$ cat config.mk
export PLATFORM = sky130hd
export DESIGN_NAME = band_dvol_controller_flat
export DESIGN_NICKNAME = d
export VERILOG_FILES = /design/src/hdl/band_dvol_pkg.sv /design/src/hdl/band_dvol_if.sv /design/src/hdl/band_dvol_controller.sv /design/src/flat_wrapper.sv
export VERILOG_INCLUDE_DIRS = /design/src /design/src/hdl
export SDC_FILE = /design/constraint.sdc
export NUM_CORES = 1
export LEC_CHECK = 0
export BUFFER_PORTS_ARGS = -buffer_cell sky130_fd_sc_hd__buf_2
export CORE_AREA = 2 2 291 293
export CTS_CLUSTER_SIZE = 10
export DETAILED_ROUTE_END_ITERATION = 7
export DIE_AREA = 0 0 293 295
export SKIP_CTS_REPAIR_TIMING = 1
export SLEW_MARGIN = 10
export SYNTH_ARGS = -nofsm -noshare
export SYNTH_HDL_FRONTEND = slang
export SYNTH_SLANG_ARGS = --single-unit
$ cat constraint.sdc
create_clock -name clk -period 3.2 [get_ports clk]
set_input_delay 0.48 -clock clk [delete_from_list [all_inputs] [get_ports clk]]
set_output_delay 0.48 -clock clk [all_outputs]
set_load 0.02 [all_outputs]
$ cat src/hdl/band_dvol_cfg.svh
// named constants for the two band dynamic volume stage
// assumes a 100 MHz clk and one sample tick per audio sample
`ifndef BAND_DVOL_CFG_SVH
`define BAND_DVOL_CFG_SVH
// audio and coefficient format
`define AUDIO_W       24
`define COEF_W        14
`define COEF_FRAC     13
`define SAMP_MAX      24'sh7fffff
`define SAMP_MIN      24'sh800000
// curve fields
`define PT12_W        6
`define PT3_W         5
`define SLOPE_W       7
`define SLOPE_FRAC    4
`define PT_MAX        6'h2f
`define ATT_MAX       6'h3f
`define CODES_PER_BIT 4
// gain mantissas for 0, 1.5, 3.0 and 4.5 dB down
`define GAIN_FRAC     14
`define GAIN_0        16'h4000
`define GAIN_1        16'h35d9
`define GAIN_2        16'h2d4f
`define GAIN_3        16'h2620
// lowest pole coefficient per filter, from least fc/fs
`define LOW_B_MIN     14'h2066
`define MHP_B_MIN     14'h2005
`define MLP_B_MIN     14'h28c0
// register word indices, byte offset is four times index
`define AXI_AW        8
`define NREG          13
`define IX_CTRL       4'h0
`define IX_LA         4'h1
`define IX_LB         4'h2
`define IX_HA         4'h3
`define IX_HB         4'h4
`define IX_MA         4'h5
`define IX_MB         4'h6
`define IX_LP12       4'h7
`define IX_LP3        4'h8
`define IX_LS         4'h9
`define IX_MP12       4'ha
`define IX_MP3        4'hb
`define IX_MS         4'hc
`define IX_STATUS     4'hd
// pending group bits in the status word
`define NGRP          5
`define PG_LOW        0
`define PG_MHP        1
`define PG_MLP        2
`define PG_LCRV       3
`define PG_MCRV       4
`define ERR_BIT       5
// axi responses
`define RESP_OK       2'h0
`define RESP_SLVERR   2'h2
`endif

$ cat src/hdl/band_dvol_pkg.sv
// types shared by both ends of the band dynamic volume stage
// assumes band_dvol_cfg.svh is on the include path
`include "band_dvol_cfg.svh"
package band_dvol_pkg;
    typedef logic signed [`AUDIO_W-1:0] sample_t;
    typedef logic [`COEF_W-1:0]         coef_t;
    // control word, high bit first
    typedef struct packed {
        logic comp;
        logic dac;
        logic mlpEn;
        logic mhpEn;
        logic lowEn;
    } ctrl_t;
    typedef struct packed {
        logic [`PT12_W-1:0] y2;
        logic [`PT12_W-1:0] x2;
        logic [`PT12_W-1:0] y1;
        logic [`PT12_W-1:0] x1;
    } pt12_t;
    typedef struct packed {
        logic [`PT3_W-1:0] y3;
        logic [`PT3_W-1:0] x3;
    } pt3_t;
    typedef struct packed {
        logic [`SLOPE_W-1:0] s4;
        logic [`SLOPE_W-1:0] s3;
        logic [`SLOPE_W-1:0] s2;
        logic [`SLOPE_W-1:0] s1;
    } slope_t;
    typedef struct packed {
        slope_t s;
        pt3_t   p3;
        pt12_t  p12;
    } curve_t;
    // device end state
    typedef struct packed {
        sample_t          lowX, lowY, mhX, mhY, mlX, mlY;
        logic [5:0]       lowGain, midGain;
        sample_t          lowOut, midOut;
        logic             outValid;
    } dev_state_t;
    // controller end state
    typedef struct packed {
        logic [`NREG-1:0][31:0] shadow, live;
        logic [`NGRP-1:0]       pend;
        logic                   orderErr;
        logic                   awready, wready, awGot, wGot;
        logic [`AXI_AW-1:0]     awaddr;
        logic [31:0]            wdata;
        logic [3:0]             wstrb;
        logic                   bvalid;
        logic [1:0]             bresp;
        logic                   arready, rvalid;
        logic [31:0]            rdata;
        logic [1:0]             rresp;
    } ctl_state_t;
endpackage : band_dvol_pkg

$ cat src/hdl/band_dvol_if.sv
// configuration carrier between the controller and the band stage
// assumes both ends run on the same clk
interface band_dvol_if;
    band_dvol_pkg::ctrl_t  ctl;
    band_dvol_pkg::coef_t  lowA, lowB, mhA, mhB, mlA, mlB;
    band_dvol_pkg::curve_t lowCurve, midCurve;
    // band stage end
    modport dev (
        input ctl, lowA, lowB, mhA, mhB, mlA, mlB, lowCurve, midCurve
    );
    // controller end
    modport ctrl (
        output ctl, lowA, lowB, mhA, mhB, mlA, mlB, lowCurve, midCurve
    );
endinterface : band_dvol_if

$ cat src/hdl/band_dvol_controller.sv
// controller end: axi4-lite registers driving the band stage setup
// assumes an axi4-lite master on clk, one write and one read at a time
//
// Design decisions made here: the address map and the AXI4-Lite slave port.
`include "band_dvol_cfg.svh"
module band_dvol_controller (
    // clock and reset
    input  wire logic                 clk,
    input  wire logic                 arst_n,
    // axi4-lite slave
    input  wire logic [`AXI_AW-1:0]   awaddr,
    input  wire logic                 awvalid,
    output logic                      awready,
    input  wire logic [31:0]          wdata,
    input  wire logic [3:0]           wstrb,
    input  wire logic                 wvalid,
    output logic                      wready,
    output logic [1:0]                bresp,
    output logic                      bvalid,
    input  wire logic                 bready,
    input  wire logic [`AXI_AW-1:0]   araddr,
    input  wire logic                 arvalid,
    output logic                      arready,
    output logic [31:0]               rdata,
    output logic [1:0]                rresp,
    output logic                      rvalid,
    input  wire logic                 rready,
    // setup towards the band stage
    band_dvol_if.ctrl                 cfg
);

    // pending group a register belongs to
    function automatic logic [`NGRP-1:0] grp(input logic [3:0] ix);
        case (ix)
            `IX_LA, `IX_LB:                 return `NGRP'(1) << `PG_LOW;
            `IX_HA, `IX_HB:                 return `NGRP'(1) << `PG_MHP;
            `IX_MA, `IX_MB:                 return `NGRP'(1) << `PG_MLP;
            `IX_LP12, `IX_LP3, `IX_LS:      return `NGRP'(1) << `PG_LCRV;
            `IX_MP12, `IX_MP3, `IX_MS:      return `NGRP'(1) << `PG_MCRV;
            default:                        return '0;
        endcase
    endfunction : grp

    // raise a pole coefficient to its least cutoff
    function automatic logic [31:0] clampB(input logic [31:0] v, input logic [13:0] lo);
        return ($signed(v[`COEF_W-1:0]) < $signed(lo)) ? 32'(lo) : 32'(v[`COEF_W-1:0]);
    endfunction : clampB

    // points in range and non-decreasing
    function automatic logic ordered(input logic [31:0] a, input logic [31:0] b);
        band_dvol_pkg::pt12_t p;
        band_dvol_pkg::pt3_t  q;
        p = band_dvol_pkg::pt12_t'(a[$bits(band_dvol_pkg::pt12_t)-1:0]);
        q = band_dvol_pkg::pt3_t'(b[$bits(band_dvol_pkg::pt3_t)-1:0]);
        return (p.x2 <= `PT_MAX) && (p.y2 <= `PT_MAX)
            && (p.x1 <= p.x2) && (p.x2 <= 6'(q.x3))
            && (p.y1 <= p.y2) && (p.y2 <= 6'(q.y3));
    endfunction : ordered

    band_dvol_pkg::ctl_state_t s;
    band_dvol_pkg::ctl_state_t next_s;
    band_dvol_pkg::ctrl_t      lc;
    logic                      gate;
    logic                      setErr;
    logic                      clrErr;
    logic [`AXI_AW-3:0]        wix;
    logic [`AXI_AW-3:0]        rix;

    // bus handling and guarded commits
    always_comb begin
        next_s = s;
        lc     = band_dvol_pkg::ctrl_t'(s.live[`IX_CTRL][$bits(band_dvol_pkg::ctrl_t)-1:0]);
        gate   = lc.dac & lc.comp;
        setErr = 1'b0;
        clrErr = 1'b0;
        // whole word index, so high addresses cannot alias low registers
        wix    = s.awaddr[`AXI_AW-1:2];
        rix    = araddr[`AXI_AW-1:2];
        // address and data taken in either order
        if (awvalid && s.awready) begin
            next_s.awGot  = 1'b1;
            next_s.awaddr = awaddr;
        end
        if (wvalid && s.wready) begin
            next_s.wGot  = 1'b1;
            next_s.wdata = wdata;
            next_s.wstrb = wstrb;
        end
        if (s.bvalid && bready) begin
            next_s.bvalid = 1'b0;
        end
        // coefficients reach the stage only while it is gated off
        if (s.pend[`PG_LOW] && !(gate && lc.lowEn)) begin
            next_s.live[`IX_LA]  = s.shadow[`IX_LA];
            next_s.live[`IX_LB]  = clampB(s.shadow[`IX_LB], `LOW_B_MIN);
            next_s.pend[`PG_LOW] = 1'b0;
        end
        if (s.pend[`PG_MHP] && !(gate && lc.mhpEn)) begin
            next_s.live[`IX_HA]  = s.shadow[`IX_HA];
            next_s.live[`IX_HB]  = clampB(s.shadow[`IX_HB], `MHP_B_MIN);
            next_s.pend[`PG_MHP] = 1'b0;
        end
        if (s.pend[`PG_MLP] && !(gate && lc.mlpEn)) begin
            next_s.live[`IX_MA]  = s.shadow[`IX_MA];
            next_s.live[`IX_MB]  = clampB(s.shadow[`IX_MB], `MLP_B_MIN);
            next_s.pend[`PG_MLP] = 1'b0;
        end
        // curves held back while misordered
        if (s.pend[`PG_LCRV] && !gate) begin
            if (ordered(s.shadow[`IX_LP12], s.shadow[`IX_LP3])) begin
                next_s.live[`IX_LP12] = s.shadow[`IX_LP12];
                next_s.live[`IX_LP3]  = s.shadow[`IX_LP3];
                next_s.live[`IX_LS]   = s.shadow[`IX_LS];
                next_s.pend[`PG_LCRV] = 1'b0;
            end else begin
                setErr = 1'b1;
            end
        end
        if (s.pend[`PG_MCRV] && (!gate || !(lc.mhpEn || lc.mlpEn))) begin
            if (ordered(s.shadow[`IX_MP12], s.shadow[`IX_MP3])) begin
                next_s.live[`IX_MP12] = s.shadow[`IX_MP12];
                next_s.live[`IX_MP3]  = s.shadow[`IX_MP3];
                next_s.live[`IX_MS]   = s.shadow[`IX_MS];
                next_s.pend[`PG_MCRV] = 1'b0;
            end else begin
                setErr = 1'b1;
            end
        end
        // register write once both halves are in
        if (s.awGot && s.wGot && !s.bvalid) begin
            next_s.awGot  = 1'b0;
            next_s.wGot   = 1'b0;
            next_s.bvalid = 1'b1;
            next_s.bresp  = `RESP_OK;
            if (wix == `IX_STATUS) begin
                clrErr = s.wstrb[0] && s.wdata[`ERR_BIT];
            end else if (wix < `NREG) begin
                for (int b = 0; b < 4; b++) begin
                    if (s.wstrb[b]) begin
                        next_s.shadow[wix][b*8 +: 8] = s.wdata[b*8 +: 8];
                    end
                end
                next_s.pend = next_s.pend | grp(wix[3:0]);
                if (wix == `IX_CTRL) begin
                    next_s.live[`IX_CTRL] = next_s.shadow[`IX_CTRL];
                end
            end else begin
                next_s.bresp = `RESP_SLVERR;
            end
        end
        // a new order error wins over a clear
        next_s.orderErr = (s.orderErr && !clrErr) || setErr;
        next_s.awready  = !next_s.awGot && !next_s.bvalid;
        next_s.wready   = !next_s.wGot && !next_s.bvalid;
        // read channel
        if (s.rvalid && rready) begin
            next_s.rvalid = 1'b0;
        end
        if (arvalid && s.arready) begin
            next_s.rvalid = 1'b1;
            next_s.rresp  = `RESP_OK;
            if (rix == `IX_STATUS) begin
                next_s.rdata = 32'({s.orderErr, s.pend});
            end else if (rix < `NREG) begin
                next_s.rdata = s.shadow[rix];
            end else begin
                next_s.rdata = '0;
                next_s.rresp = `RESP_SLVERR;
            end
        end
        next_s.arready = !next_s.rvalid;
    end

    // state register, ready lines high out of reset
    always_ff @(posedge clk or negedge arst_n) begin
        if (!arst_n) begin
            s         <= '0;
            s.awready <= 1'b1;
            s.wready  <= 1'b1;
            s.arready <= 1'b1;
        end else begin
            s <= next_s;
        end
    end

    // bus outputs from the state
    assign awready = s.awready;
    assign wready  = s.wready;
    assign bvalid  = s.bvalid;
    assign bresp   = s.bresp;
    assign arready = s.arready;
    assign rvalid  = s.rvalid;
    assign rdata   = s.rdata;
    assign rresp   = s.rresp;
    // live setup towards the stage
    assign cfg.ctl      = lc;
    assign cfg.lowA     = s.live[`IX_LA][`COEF_W-1:0];
    assign cfg.lowB     = s.live[`IX_LB][`COEF_W-1:0];
    assign cfg.mhA      = s.live[`IX_HA][`COEF_W-1:0];
    assign cfg.mhB      = s.live[`IX_HB][`COEF_W-1:0];
    assign cfg.mlA      = s.live[`IX_MA][`COEF_W-1:0];
    assign cfg.mlB      = s.live[`IX_MB][`COEF_W-1:0];
    assign cfg.lowCurve = {s.live[`IX_LS][$bits(band_dvol_pkg::slope_t)-1:0],
                           s.live[`IX_LP3][$bits(band_dvol_pkg::pt3_t)-1:0],
                           s.live[`IX_LP12][$bits(band_dvol_pkg::pt12_t)-1:0]};
    assign cfg.midCurve = {s.live[`IX_MS][$bits(band_dvol_pkg::slope_t)-1:0],
                           s.live[`IX_MP3][$bits(band_dvol_pkg::pt3_t)-1:0],
                           s.live[`IX_MP12][$bits(band_dvol_pkg::pt12_t)-1:0]};

endmodule : band_dvol_controller

$ cat src/flat_wrapper.sv
// flat-port wrapper written by rule: the top's interface ports become plain ports
module band_dvol_controller_flat 
  (clk, arst_n, awaddr, awvalid, awready, wdata, wstrb, wvalid, wready, bresp, bvalid, bready, araddr, arvalid, arready, rdata, rresp, rvalid, rready, cfg_ctl, cfg_lowA, cfg_lowB, cfg_mhA, cfg_mhB, cfg_mlA, cfg_mlB, cfg_lowCurve, cfg_midCurve);
  band_dvol_if cfg_i ();
  input  wire logic clk;
  input  wire logic arst_n;
  input  wire logic [`AXI_AW-1:0] awaddr;
  input  wire logic awvalid;
  output logic awready;
  input  wire logic [31:0] wdata;
  input  wire logic [3:0] wstrb;
  input  wire logic wvalid;
  output logic wready;
  output logic [1:0] bresp;
  output logic bvalid;
  input  wire logic bready;
  input  wire logic [`AXI_AW-1:0] araddr;
  input  wire logic arvalid;
  output logic arready;
  output logic [31:0] rdata;
  output logic [1:0] rresp;
  output logic rvalid;
  input  wire logic rready;
  output wire logic [$bits(cfg_i.ctl)-1:0] cfg_ctl;
  output wire logic [$bits(cfg_i.lowA)-1:0] cfg_lowA;
  output wire logic [$bits(cfg_i.lowB)-1:0] cfg_lowB;
  output wire logic [$bits(cfg_i.mhA)-1:0] cfg_mhA;
  output wire logic [$bits(cfg_i.mhB)-1:0] cfg_mhB;
  output wire logic [$bits(cfg_i.mlA)-1:0] cfg_mlA;
  output wire logic [$bits(cfg_i.mlB)-1:0] cfg_mlB;
  output wire logic [$bits(cfg_i.lowCurve)-1:0] cfg_lowCurve;
  output wire logic [$bits(cfg_i.midCurve)-1:0] cfg_midCurve;
  assign cfg_ctl = cfg_i.ctl;
  assign cfg_lowA = cfg_i.lowA;
  assign cfg_lowB = cfg_i.lowB;
  assign cfg_mhA = cfg_i.mhA;
  assign cfg_mhB = cfg_i.mhB;
  assign cfg_mlA = cfg_i.mlA;
  assign cfg_mlB = cfg_i.mlB;
  assign cfg_lowCurve = cfg_i.lowCurve;
  assign cfg_midCurve = cfg_i.midCurve;
  band_dvol_controller u_core (.clk(clk), .arst_n(arst_n), .awaddr(awaddr), .awvalid(awvalid), .awready(awready), .wdata(wdata), .wstrb(wstrb), .wvalid(wvalid), .wready(wready), .bresp(bresp), .bvalid(bvalid), .bready(bready), .araddr(araddr), .arvalid(arvalid), .arready(arready), .rdata(rdata), .rresp(rresp), .rvalid(rvalid), .rready(rready), .cfg(cfg_i));
endmodule
==> impl_metrics.env <==
export IMPL_status="finished clean"
export IMPL_required_ns=3.69
export IMPL_finalSetupTns_ns=0
export IMPL_hold_slack_ns=0.0578
export IMPL_worst_r2r_path_depth=9
export IMPL_overflow=0
export IMPL_ys_types=64
export IMPL_clkTransAtPathRegs_ns=0.05
export IMPL_wl_um=95400
export IMPL_max_freq_ghz=0.342
export IMPL_fp_dieW_um=293
export IMPL_yosysSeqAreaShare=0.531
export IMPL_core_area_sq_um=83200
export IMPL_hp_start="wvalid"
export IMPL_drtAntennaViolNets=0
export IMPL_setup_viol=0
export IMPL_avgSynthCellArea_sq_um=13.8
export IMPL_insertion_delay_ns=0.62
export IMPL_dpl_hpwl_um=68200
export IMPL_syn_cell_area_sq_um=33800
export IMPL_drive_above_1_share=0.475
export IMPL_antenna_found_initial=8
export IMPL_clock_power_share=0.348
export IMPL_finalNetCount=2638
export IMPL_p_sw_mw=7.65
export IMPL_synth_seq_cells=718
export IMPL_cts_sinks=718
export IMPL_finalCriticalPeriod_ns=2.92
export IMPL_place_area_sq_um=34900
export IMPL_rows=106
export IMPL_synthArstFlopShare=1.00
export IMPL_path_class="flop to flop"
export IMPL_postLayoutCellArea_sq_um=37300
export IMPL_grt_max_degree=109
export IMPL_slew_headroom=0.358
export IMPL_hold_viol_final=0
export IMPL_leakage_nw=19.1
export IMPL_vias=20000
export IMPL_timing_final_max_slew_violations=0
export IMPL_cp_data_arrival_time_ns=3.41
export IMPL_layout_setup_ws_ns=0.278
export IMPL_switching_share=0.306
export IMPL_min_to="u_core.wready"
export IMPL_initial_core_util=0.407
export IMPL_dp_slack_ns=0.291
export IMPL_place_congestion=0.844
export IMPL_die_area_sq_um=86400
export IMPL_dp_cells=3520
export IMPL_ys_flop_type="dfrtp_1"
export IMPL_grt_pass1_wl_um=143000
export IMPL_die_h_um=295
export IMPL_area_growth_pct=10.4
export IMPL_ys_top_cells_by_area="dfrtp_1 (53%), mux2_2 (18%), mux4_2 (6.4%), buf_4 (5.6%), ha_1 (1.9%)"
export IMPL_root_buffer="clkbuf_16"
export IMPL_syn_inst=2445
export IMPL_synthTopCellsByCount="dfrtp_1 (715), mux2_2 (550), buf_4 (254), nand2_1 (134), mux4_2 (96)"
export IMPL_synth_edff_count=0
export IMPL_min_path_cells=2
export IMPL_cts_htree_levels=3
export IMPL_dr_pass1_iters=8
export IMPL_critPathLaunchType="flop"
export IMPL_ir_drop_v=0.000414
export IMPL_cts_tree="done"
export IMPL_port_buffers=306
export IMPL_synth_top_area_cell="dfrtp_1"
export IMPL_reg2reg_slack_ns=0.28
export IMPL_drt_wirelength_per_cell_um=26.2
export IMPL_pwr_density_cell_nw_per_um2=669
export IMPL_endpoint_kind="flop"
export IMPL_maxCapViolations=0
export IMPL_p_int_mw=17.3
export IMPL_skew_ns=0.0241
export IMPL_cts_buffer_depth=3
export IMPL_ios=313
export IMPL_power_frac_comb=0.176
export IMPL_worst_slew_pin_slew_ns=0.954
export IMPL_period_share=0.913
export IMPL_grt_use_total=0.223
export IMPL_rsz0062_at_grt="no"
export IMPL_drc=0
export IMPL_path_max_fanout=54
export IMPL_ys_warnings_count=0
export IMPL_yosys_area_top_type_share=0.529
export IMPL_first_global_vias=21400
export IMPL_cts_buffers=84
export IMPL_fin_cells=3633
export IMPL_r2r_start="u_core.s[755]"
export IMPL_yosysMostFrequentCell="dfrtp_1"
export IMPL_vias_per_cell=5.50
export IMPL_hold_class="primary input to flop"
export IMPL_drt_iter0_drc=1423
export IMPL_reg2reg_to="u_core.cfg.lowCurve[60]"
export IMPL_pwr_share_seq=0.475
[how the worst max path moves through the flow]
stage | start | to | slack (ns) | depth (start not counted)
floorplan | u_core.s[849] | u_core.cfg.midCurve[10] | 0.90 | 9
global placement | u_core.s[755] | u_core.cfg.lowCurve[60] | 0.34 | 9
detailed placement | u_core.s[755] | u_core.cfg.lowCurve[60] | 0.29 | 9
CTS | u_core.s[755] | u_core.cfg.lowCurve[60] | 0.27 | 9
global route | u_core.s[755] | u_core.cfg.lowCurve[60] | 0.11 | 9
finish | u_core.s[755] | u_core.cfg.lowCurve[60] | 0.28 | 9
[worst max-delay path, stage by stage, from the launching register on]
cell and delay [ns]:
dfrtp_1 0.48, inv_1 0.11, ha_1 0.33, a21oi_1 0.16, a21boi_0 0.11, o32a_1 0.35
nor3_2 0.26, nand4_4 0.28, buf_12 0.30, mux2_1 0.36
[layout by cell type (no fill, tap or decap), drive strengths merged, types with 3 or more instances in the layout]
cell type  netlist  layout
ha              52      52
mux2i            9       9
nor4             6       6
buf            308     378
a21boi           3       3
a32o             6       6
a32oi            3       3
nand3           15      15
nand2          175     175
a21o             4       4
mux2           619     619
a21oi           14      14
mux4            96      96
nor2            25      25
and3             3       3
a221oi          29      29
nand4            5       5
and2            20      20
inv             63      63
and4b            4       4
a221o            6       6
a22o            23      23
a31oi           30      30
diode            0       3
clkbuf          76     106
dfrtp          715     715
nand2b          32      32
o21ai           56      56
dfstp            3       3
nor2b            9       9
nor3             4       4
a211oi           4       4
a222oi           6       6
[logic make-up (layout without fill, tap and decap cells)]
group,count (synthesis),count (layout),share of synthesized area
adders and majority gates,52,52,0.0192
DFF,718,718,0.531
buffers and inverters,447,551,0.0823
other,1,5,0.000111
AOI/OAI and AO/OA,198,198,0.0419
muxes,724,724,0.276
and+or+nand+nor,305,305,0.0490
[stage by stage]
| step | util | total power, mW |
|---|---|---|
| final | 0.449 | 25.0 |
| after detailed placement | 0.420 | 16.4 |
| after floorplan | - | 14.6 |
| after CTS | 0.449 | 25.2 |
| after global placement | 0.420 | 16.2 |
| after global routing | 0.449 | 26.1 |
[flip-flops by register name, indices dropped and copies added, names as in the netlist, 5 cells and up]
register	flops
u_core.cfg.mlB	14
u_core.cfg.mlA	14
u_core.cfg.ctl	5
u_core.rdata	32
u_core.cfg.midCurve	62
u_core.cfg.lowA	14
u_core.cfg.lowCurve	62
u_core.s	466
u_core.cfg.lowB	14
u_core.cfg.mhB	14
u_core.cfg.mhA	14
[area by class of cell]
class | count | area, sq um
Fill cell | 7370 | 45800
Inverter | 63 | 236
Multi-Input combinational cell | 1281 | 13100
Antenna cell | 3 | 7.51
Clock inverter | 3 | 65.1
Clock buffer | 106 | 2330
Timing Repair Buffer | 379 | 2300
Sequential cell | 718 | 18000
Tap cell | 1080 | 1350
[power by group through the flow]
stage	logic, mW	registers (mW)	clock network (mW)
4_1_cts	4.43	11.9	8.92
2_1_floorplan	3.78	10.8	0
3_3_place_gp	4.31	11.9	0
5_1_grt	4.74	12.1	9.27
6_report	4.41	11.9	8.70
3_5_place_dp	4.42	12.0	0
[layer usage]
metal | vias up | global-route usage | wire (um)
li1 | 8649 | - | -
met1 | 10600 | 0.299 | 41300
met2 | 589 | 0.361 | 45500
met3 | 142 | 0.0515 | 6010
met4 | 2 | 0.0679 | 2510
met5 | - | 0 | 14
No activity file was read; power rests on OpenSTA's default activity.
